## config.mk

```make
export PLATFORM = sky130hd
export DESIGN_NAME = xls_extra_lane_cfg
export DESIGN_NICKNAME = d
export VERILOG_FILES = /design/src/rtl/xls_pkg.sv /design/src/rtl/xls_extra_lane_cfg.sv
export SDC_FILE = /design/constraint.sdc
export NUM_CORES = 1
export LEC_CHECK = 0
export BUFFER_PORTS_ARGS = -buffer_cell sky130_fd_sc_hd__buf_2
export CAP_MARGIN = 5
export CORE_ASPECT_RATIO = 1.5
export CORE_UTILIZATION = 45
export CTS_CLUSTER_SIZE = 25
export DETAILED_ROUTE_END_ITERATION = 6
export PLACE_DENSITY = 0.73
export SYNTH_ARGS = -nofsm -noshare
export SYNTH_HDL_FRONTEND = slang
export SYNTH_SLANG_ARGS = --single-unit
```

## constraint.sdc

```tcl
create_clock -name clock -period 3 [get_ports clock]
set_clock_uncertainty 0.1 [all_clocks]
set_input_delay 0.6 -clock clock [delete_from_list [all_inputs] [get_ports clock]]
set_output_delay 0.6 -clock clock [all_outputs]
set_load 0.05 [all_outputs]
```

## src/rtl/xls_pkg.sv

```systemverilog
package xls_pkg;
   localparam int ADDR_W = 12;
   localparam int DATA_W = 8;
   localparam int LANES = 8;
   localparam int CMD_W = 7;
   localparam int TP_W = 4;

   localparam logic [ADDR_W-1:0] OFS_EXTRA_A = 12'h20a;
   localparam logic [ADDR_W-1:0] OFS_EXTRA_B = 12'h20b;
   localparam logic [ADDR_W-1:0] OFS_SH_CONTENT = 12'h20f;

   localparam logic [DATA_W-1:0] RST_EXTRA = 8'h00;
   localparam logic [DATA_W-1:0] RST_SH_CONTENT = 8'h00;
   localparam logic [DATA_W-1:0] RDATA_UNMAPPED = 8'h00;

   // Field positions
   localparam int SER_BIT = 0;
   localparam int SH_LSB = 0;
   localparam int SH_MSB = 1;

   typedef enum logic [1:0]
   {
      XLS_SH_CRC12 = 2'h0,
      XLS_SH_RSVD1 = 2'h1,
      XLS_SH_FEC = 2'h2,
      XLS_SH_RSVD3 = 2'h3
   } xls_sh_t;

   localparam logic [TP_W-1:0] TP_NONE = 4'h0;
   localparam logic [TP_W-1:0] TP_RAMP = 4'h4;
   localparam logic [TP_W-1:0] TP_ALT = 4'h5;

   localparam logic [CMD_W-1:0] CMD_IDLE = 7'h00;
   localparam int SH_DATA_BITS = 32;
endpackage

```

## src/rtl/xls_extra_lane_cfg.sv

```systemverilog
`timescale 1ns/1ps

// Behaviour
// [RULE1] Link A bits 7:1 force lanes A1..A7 on beyond link mode needs.
// [RULE2] Link B bits 7:1 force lanes B1..B7 on beyond link mode needs.
// [RULE3] Serializer bit 0 low: forced lanes get link-layer clocks only.
// [RULE4] Serializer bit 0 high: forced lanes get clocks and running serializers.
// [RULE5] Software changes these registers only while global link enable is low.
// [RULE6] Extra lanes follow current link mode and test pattern rate and mode.
// [RULE7] Forced-only lanes send octet ramp when test pattern is 0 or 5.
// [RULE8] Forced lanes never override channel power-down; link must stay enabled.
// [RULE9] Serializer n clocked only when lanes 0 to n-1 are all enabled.
// [RULE10] Bits 1:0 pick sync-header content, effective only in 64b/66b modes.
// [RULE11] Code 0 sends CRC-12, code 2 sends FEC; 1 and 3 reserved.
// [RULE12] All command fields transmitted as zero, giving idle headers.
// [RULE13] All three registers reset to 0x00: no extra lanes, CRC-12.
// [RULE14] Both channels powered down shuts whole link subsystem regardless of forcing.
// [RULE15] Reserved sync-header bits store and read back but steer nothing.
module xls_extra_lane_cfg
   import xls_pkg::*;
(
   input wire logic clock,
   input wire logic srst,
   input wire logic reg_wr_en,
   input wire logic reg_rd_en,
   input wire logic [ADDR_W-1:0] reg_addr,
   input wire logic [DATA_W-1:0] reg_wdata,
   output logic [DATA_W-1:0] reg_rdata,
   output logic reg_rdata_valid,
   input wire logic link_global_enable,
   input wire logic mode_is_64b66b,
   input wire logic [TP_W-1:0] test_pattern_select,
   input wire logic [1:0] channel_power_down,
   input wire logic [LANES-1:0] mode_lanes_a,
   input wire logic [LANES-1:0] mode_lanes_b,
   output logic [LANES-1:0] lane_clk_en_a,
   output logic [LANES-1:0] lane_clk_en_b,
   output logic [LANES-1:0] ser_en_a,
   output logic [LANES-1:0] ser_en_b,
   output logic [LANES-1:0] ramp_force_a,
   output logic [LANES-1:0] ramp_force_b,
   output logic crc12_enable,
   output logic fec_enable,
   output logic [CMD_W-1:0] sh_command,
   output logic subsystem_pd
);

   logic [DATA_W-1:0] extra_lane_reg_link_a_reg;
   logic [DATA_W-1:0] extra_lane_reg_link_a_next;
   logic [DATA_W-1:0] extra_lane_reg_link_b_reg;
   logic [DATA_W-1:0] extra_lane_reg_link_b_next;
   logic [DATA_W-1:0] sync_header_content_reg;
   logic [DATA_W-1:0] sync_header_content_next;
   logic [DATA_W-1:0] rdata_reg;
   logic [DATA_W-1:0] rdata_next;
   logic rvalid_reg;
   logic rvalid_next;

   logic [LANES-1:0] lane_clk_a_reg, lane_clk_a_next;
   logic [LANES-1:0] lane_clk_b_reg, lane_clk_b_next;
   logic [LANES-1:0] ser_a_reg, ser_a_next;
   logic [LANES-1:0] ser_b_reg, ser_b_next;
   logic [LANES-1:0] ramp_a_reg, ramp_a_next;
   logic [LANES-1:0] ramp_b_reg, ramp_b_next;
   logic crc_reg, crc_next;
   logic fec_reg, fec_next;
   logic [CMD_W-1:0] cmd_reg;
   logic [CMD_W-1:0] cmd_next;
   logic pd_reg, pd_next;

   logic [LANES-1:0] forced_a, forced_b;
   logic [LANES-1:0] any_a, any_b;
   logic [LANES-1:0] chain_a, chain_b;
   logic forced_serializer_on_a, forced_serializer_on_b;
   logic link_ok_a, link_ok_b;
   logic ramp_pattern;
   xls_sh_t sh_code;

   // Register file
   always_comb
   begin
      extra_lane_reg_link_a_next = extra_lane_reg_link_a_reg;
      extra_lane_reg_link_b_next = extra_lane_reg_link_b_reg;
      sync_header_content_next = sync_header_content_reg;
      rdata_next = rdata_reg;
      rvalid_next = reg_rd_en;
      // [RULE5] Writes trusted to come while link disabled
      if (reg_wr_en)
      begin
         case (reg_addr)
            OFS_EXTRA_A: extra_lane_reg_link_a_next = reg_wdata;
            OFS_EXTRA_B: extra_lane_reg_link_b_next = reg_wdata;
            // [RULE15] Whole byte kept for readback
            OFS_SH_CONTENT: sync_header_content_next = reg_wdata;
            default: ;
         endcase
      end
      if (reg_rd_en)
      begin
         case (reg_addr)
            OFS_EXTRA_A: rdata_next = extra_lane_reg_link_a_reg;
            OFS_EXTRA_B: rdata_next = extra_lane_reg_link_b_reg;
            OFS_SH_CONTENT: rdata_next = sync_header_content_reg;
            default: rdata_next = RDATA_UNMAPPED;
         endcase
      end
   end

   always_ff @(posedge clock)
   begin
      if (srst)
      begin
         // [RULE13] All registers clear
         extra_lane_reg_link_a_reg <= RST_EXTRA;
         extra_lane_reg_link_b_reg <= RST_EXTRA;
         sync_header_content_reg <= RST_SH_CONTENT;
         rdata_reg <= RDATA_UNMAPPED;
         rvalid_reg <= 1'b0;
      end
      else
      begin
         extra_lane_reg_link_a_reg <= extra_lane_reg_link_a_next;
         extra_lane_reg_link_b_reg <= extra_lane_reg_link_b_next;
         sync_header_content_reg <= sync_header_content_next;
         rdata_reg <= rdata_next;
         rvalid_reg <= rvalid_next;
      end
   end

   // [RULE1] Lane 0 is never forced
   assign forced_a = {extra_lane_reg_link_a_reg[LANES-1:1], 1'b0};
   // [RULE2] Same layout for link B
   assign forced_b = {extra_lane_reg_link_b_reg[LANES-1:1], 1'b0};
   assign forced_serializer_on_a = extra_lane_reg_link_a_reg[SER_BIT];
   assign forced_serializer_on_b = extra_lane_reg_link_b_reg[SER_BIT];
   assign any_a = forced_a | mode_lanes_a;
   assign any_b = forced_b | mode_lanes_b;
   // [RULE8] Power-down of a channel wins over forcing
   // Both-down test taken from the pins, not pd_next, to keep the lane logic loop-free
   assign link_ok_a = link_global_enable && !channel_power_down[0] && !(&channel_power_down);
   assign link_ok_b = link_global_enable && !channel_power_down[1] && !(&channel_power_down);
   // [RULE7] Ramp substitutes for patterns 0 and 5
   assign ramp_pattern = (test_pattern_select == TP_NONE) || (test_pattern_select == TP_ALT);
   assign sh_code = xls_sh_t'(sync_header_content_reg[SH_MSB:SH_LSB]);

   // [RULE9] Serializer clock chain needs all lower lanes
   assign chain_a[0] = 1'b1;
   assign chain_b[0] = 1'b1;
   genvar gi;
   generate
      for (gi = 1; gi < LANES; gi++)
      begin : g_chain
         assign chain_a[gi] = chain_a[gi-1] & any_a[gi-1];
         assign chain_b[gi] = chain_b[gi-1] & any_b[gi-1];
      end
   endgenerate

   // Lane control; rate and mode otherwise follow the link mode
   always_comb
   begin
      // [RULE14] Both channels down kills the subsystem
      pd_next = &channel_power_down;
      // [RULE3] Forced lanes get link-layer clocks whenever link_ok_a or link_ok_b is high for their link
      lane_clk_a_next = link_ok_a ? any_a : '0;
      lane_clk_b_next = link_ok_b ? any_b : '0;
      // [RULE4] Forced serializers only with serializer bit set
      ser_a_next = (mode_lanes_a | (forced_serializer_on_a ? forced_a : '0)) & chain_a;
      ser_b_next = (mode_lanes_b | (forced_serializer_on_b ? forced_b : '0)) & chain_b;
      if (!link_ok_a)
      begin
         ser_a_next = '0;
      end
      if (!link_ok_b)
      begin
         ser_b_next = '0;
      end
      // [RULE6] Only forced-only lanes depart from selected pattern
      ramp_a_next = (ramp_pattern && link_ok_a) ? (forced_a & ~mode_lanes_a) : '0;
      ramp_b_next = (ramp_pattern && link_ok_b) ? (forced_b & ~mode_lanes_b) : '0;
      // [RULE10] Content only matters in 64b/66b modes
      // [RULE11] Reserved codes fall back to CRC-12 to keep a valid header
      crc_next = 1'b0;
      fec_next = 1'b0;
      if (mode_is_64b66b && !pd_next)
      begin
         case (sh_code)
            XLS_SH_FEC: fec_next = 1'b1;
            XLS_SH_CRC12: crc_next = 1'b1;
            default: crc_next = 1'b1;
         endcase
      end
      // [RULE12] Command channel unsupported
      cmd_next = CMD_IDLE;
   end

   always_ff @(posedge clock)
   begin
      if (srst)
      begin
         lane_clk_a_reg <= '0;
         lane_clk_b_reg <= '0;
         ser_a_reg <= '0;
         ser_b_reg <= '0;
         ramp_a_reg <= '0;
         ramp_b_reg <= '0;
         crc_reg <= 1'b0;
         fec_reg <= 1'b0;
         cmd_reg <= CMD_IDLE;
         pd_reg <= 1'b0;
      end
      else
      begin
         lane_clk_a_reg <= lane_clk_a_next;
         lane_clk_b_reg <= lane_clk_b_next;
         ser_a_reg <= ser_a_next;
         ser_b_reg <= ser_b_next;
         ramp_a_reg <= ramp_a_next;
         ramp_b_reg <= ramp_b_next;
         crc_reg <= crc_next;
         fec_reg <= fec_next;
         cmd_reg <= cmd_next;
         pd_reg <= pd_next;
      end
   end

   assign reg_rdata = rdata_reg;
   assign reg_rdata_valid = rvalid_reg;
   assign lane_clk_en_a = lane_clk_a_reg;
   assign lane_clk_en_b = lane_clk_b_reg;
   assign ser_en_a = ser_a_reg;
   assign ser_en_b = ser_b_reg;
   assign ramp_force_a = ramp_a_reg;
   assign ramp_force_b = ramp_b_reg;
   assign crc12_enable = crc_reg;
   assign fec_enable = fec_reg;
   assign sh_command = cmd_reg;
   assign subsystem_pd = pd_reg;
endmodule

```

* Word-level counts from Yosys, hierarchy flattened *
Cells that the tools add are included.

storage, ports and cells
  bits of input ports = 48
  output and inout bits = 67
  bits in registers = 84
  word-level logic and storage cells = 72

cells by class
  muxes and demuxes = 5
  bitwise logic cells = 27
  eq/ne operators = 5
  reduce and logical (&&, ||, !) cells = 21

operators by type and width
  cell                  count
  $eq 12x10->1 const B  3
  $and 8x8->8           4
  $or 8x8->8            4
  $pmux 8 s3            1
  $mux 8                2
  $not 8->8             2
  $and 1x1->1           12
  $reduce_or 2->1       5
  $reduce_and 2->1      4
  $logic_and 1x1->1     7
  $not 1->1             5
  $eq 4x3->1 const B    1
  $logic_not 4->1       1
  $logic_not 1->1       3
  $eq 2x2->1 const B    1
  $mux 1                2
  $logic_or 1x1->1      1

* Depth between registers and ports, before layout *
  depth after elaboration = 8
  mapped depth = 6

* Least setup slack after synthesis *
No wires, ideal clock.

  kind = input-to-reg
  start = in reg_addr[5]
  end = reg sync_header_content_reg[0]
  buffers on the path = 1
  data required time = 2772 ps
  path slack = 979 ps
  arrival = 1793 ps
  cell stages on the path = 5
  cell sequence = nor4_1 and4_1 buf_4 mux2i_1 nor2_1

on the way
  cells in the longest elaborated chain, start to end = 2

RTL lines
  item                        RTL line                   source
  start: declaration          xls_extra_lane_cfg.sv:26   input wire logic [ADDR_W-1:0] reg_addr,
  $eq 12x10->1                xls_extra_lane_cfg.sv:90   case (reg_addr)
  $reduce_and 2->1 (no line)  n/a
  end signal: assignment      xls_extra_lane_cfg.sv:124  sync_header_content_reg <= sync_header_content_next;
  end: declaration            xls_extra_lane_cfg.sv:52   logic [DATA_W-1:0] sync_header_content_reg;

Every way passes these cells.
A chain may end at the register's enable or synchronous reset.

* Worst setup path after layout *
  start = in reg_addr[8]
  end = reg sync_header_content_reg[5]

Same word-level chain as after synthesis.

==> metrics.csv <==
stage;metric;value;unit
outcome;outcome;complete, no violations;
floorplanning;IO Pins;115;
place;number of I/O port buffers;105;
grt;antenna violations before repair;0;
worst_setup_path;largest driver fanout on the critical path;8;
clocking;hold buffer count at CTS;0;
worst_setup_path;data arrival time of the worst path;2.07;ns
sta;unrepaired setup endpoints after global routing;false;
job;reported max-cap violation count;0;
sta;transition time of the tightest slew-check pin;0.6087;ns
layout;number of antenna cells inserted;0;
power_and_ir_drop;power density over the cells;593.0;mW/mm2
routing;DRC violation total after the first TritonRoute iteration;129;
synthesis;cell area after synthesis;0.002963;mm2
place;post-detailed-placement half-perimeter wirelength;5009;um
grt;largest net degree at the start of global routing;39;
sta;Max Fclk;515.3;MHz
grt;global-route wire length before repair;10940;um
synthesis;most used flip-flop cell after synthesis;dfxtp_1;
synthesis;fraction of registers with async set/reset;0;%
clocking;deepest level of the CTS H-tree;3;
floorplanning;initial core utilization;47.31;%
sta;sum of negative setup slack;0;ns
routing;DRC errors left;0;
worst_hold_path;worst hold-check path type;input port to register;
grt;Overall Global Routing Usage;21.68;%
layout;share of layout cells above drive strength 1;35.00;%
clocking;number of buffers created by CTS;9;
sta;Tcrit/Tclk final;64.69;%
routing;final antenna-violating net count;0;
worst_setup_path;class of the most critical setup path;input port to register;
synthesis;Synth Register Bits;80;
power_and_ir_drop;leakage power figure;0.001798;uW
place;final weighted congestion of routability-driven global placement;0.7920;
clocking;setup fix buffers added after clock tree synthesis;0;
grt;leftover overflow at the end of global routing;0;
clocking;insertion delay of the later-clocked pin in the worst-skew pair;0.35;ns
routing;drt via density;5.156;
synthesis;top area cells in the synthesized netlist;dfxtp_1 (54%), nor2_1 (8.4%), mux2i_1 (8.1%);
synthesis;post-synthesis cell type with the largest combined area;dfxtp_1;
layout;commonest non-fill, non-tap cells in the layout;buf_2 (105), dfxtp_1 (80), nor2_1 (66), mux2i_1 (24), nor3b_1 (17);
routing;final routed wire length divided by cell count;14.65;um
routing;number of vias in the routed layout;2444;
layout;Layout Cell Area excl Fill;0.003730;mm2
grt;via count of the first global-routing pass;2390;
worst_setup_path;required time worst endpoint;3.13;ns
clocking;cell at the root of the clock tree;clkbuf_8;
sta;final critical delay including setup and external delays;1.941;ns
floorplanning;die width;68.25;um
place;cell area after placement;0.003477;mm2
synthesis;count of flip-flops with a built-in enable after synthesis;0;
floorplanning;Die Ht;101.4;um
synthesis;fraction of post-synthesis cell area in the top cell type by area;54.05;%
sta;tightest slew margin relative to the limit;59.27;%
layout;Syn-to-layout area delta;25.89;%
routing;Total Routed Length;6945;um
sta;total setup violations reported at the end of the flow;0;
clocking;Max Root-Sink Buffers;2;
synthesis;number of distinct library cell variants in the gate-level netlist after synthesis;40;
clocking;TritonCTS sink count;80;
clocking;TritonCTS clock tree;yes;
power_and_ir_drop;worst IR drop on VDD;0.2695;mV
layout;most common library cell in the layout ignoring fill and taps;buf_2;
worst_setup_path;Worst Setup Start Kind;input port;
synthesis;number of standard cells after synthesis;292;
clocking;cells resized by post-CTS repair;0;
floorplanning;number of cell rows;35;
layout;net count of the finished layout;443;
floorplanning;area of the die;0.006919;mm2
synthesis;mean instance size in the synthesized netlist;10.15;um2
sta;number of hold violations in the final report;0;
worst_setup_path;crit path capture type;register;
routing;First-pass DRT Iterations;5;
synthesis;number of warning messages in the yosys log;0;
clocking;CTS clk-pin slew, worst paths;0.09;ns
synthesis;sequential fraction of the synthesis area;54.05;%
sta;number of pins exceeding their max-slew limit in the final report;0;
floorplanning;area inside the core boundary;0.006262;mm2
[worst paths after layout]
path / end / cells past startpoint / start / slack [ns]
min: ramp_force_b[4] / 2 / mode_lanes_b[4] / 0.33
max reg2reg: ser_en_b[7] / 3 / extra_lane_reg_link_b_reg[1] / 1.53
min reg2reg: reg_rdata[6] / 2 / reg_rdata[6] / 0.39
max: sync_header_content_reg[5] / 5 / reg_addr[8] / 1.06
[kinds of logic (layout without fill, tap and decap cells)]
kind of cell | Yosys count | after routing | synth area share, %
AOI/OAI and AO/OA | 31 | 31 | 7.601
xor gates and xnor gates | 1 | 1 | 0.2957
buffers and inverters | 26 | 126 | 5.406
DFF | 80 | 80 | 54.05
muxes | 32 | 32 | 11.15
other | 1 | 9 | 0.1266
and+or+nand+nor | 121 | 121 | 21.37
[synthesized netlist by cell type, drive strengths merged, types with 3 or more instances]
library cell,count
a211oi,8
dfxtp,80
nor3b,17
a21oi,11
nor2,67
a222oi,8
mux2i,24
nand2,13
mux2,8
nand4,3
buf,15
clkbuf,8
nor3,4
inv,3
[through the flow]
stage          utilization [%]  power [uW]  hold slack (ns)  cells  setup slack (ns)
2_1_floorplan                -        1209           0.3344    300            0.9790
3_3_place_gp             55.52        1258           0.3684    458            0.7652
3_5_place_dp             55.52        1260           0.3709    458            0.7081
4_1_cts                  59.56        2222           0.3240    474             1.068
5_1_grt                  59.56        2288           0.3267    474            0.9740
6_report                 59.56        2212           0.3327    474             1.059
[layer usage]
metal | up-vias | share of wire, % | GRT usage, %
met5 | - | 0 | 0
met3 | 8 | 5.5 | 5.405
li1 | 1203 | - | -
met1 | 1147 | 39 | 24.27
met4 | 0 | 1.9 | 10.26
met2 | 86 | 53 | 37.25
[cell type report]
type	instances	area, um2
clock buffers	10	137.6
clock inverters	6	115.1
fillers	575	2532
inverters	3	11.26
multi-input cells	194	1231
flip-flops and latches	80	1602
well taps	74	92.59
repair buffers	107	540.5
[power by group]
| group | internal [uW] | total, uW | switching [uW] |
|---|---|---|---|
| clock | 580 | 976 | 397 |
| combinational | 45.4 | 164 | 119 |
| sequential | 1070 | 1070 | 1.88 |
[critical path, stage by stage]
cell and delay (ns):
buf_2 0.10, nor4b_2 0.46, and4_1 0.58, mux2i_1 0.27, nor2_1 0.06
No activity file was read; power rests on OpenSTA's default activity.
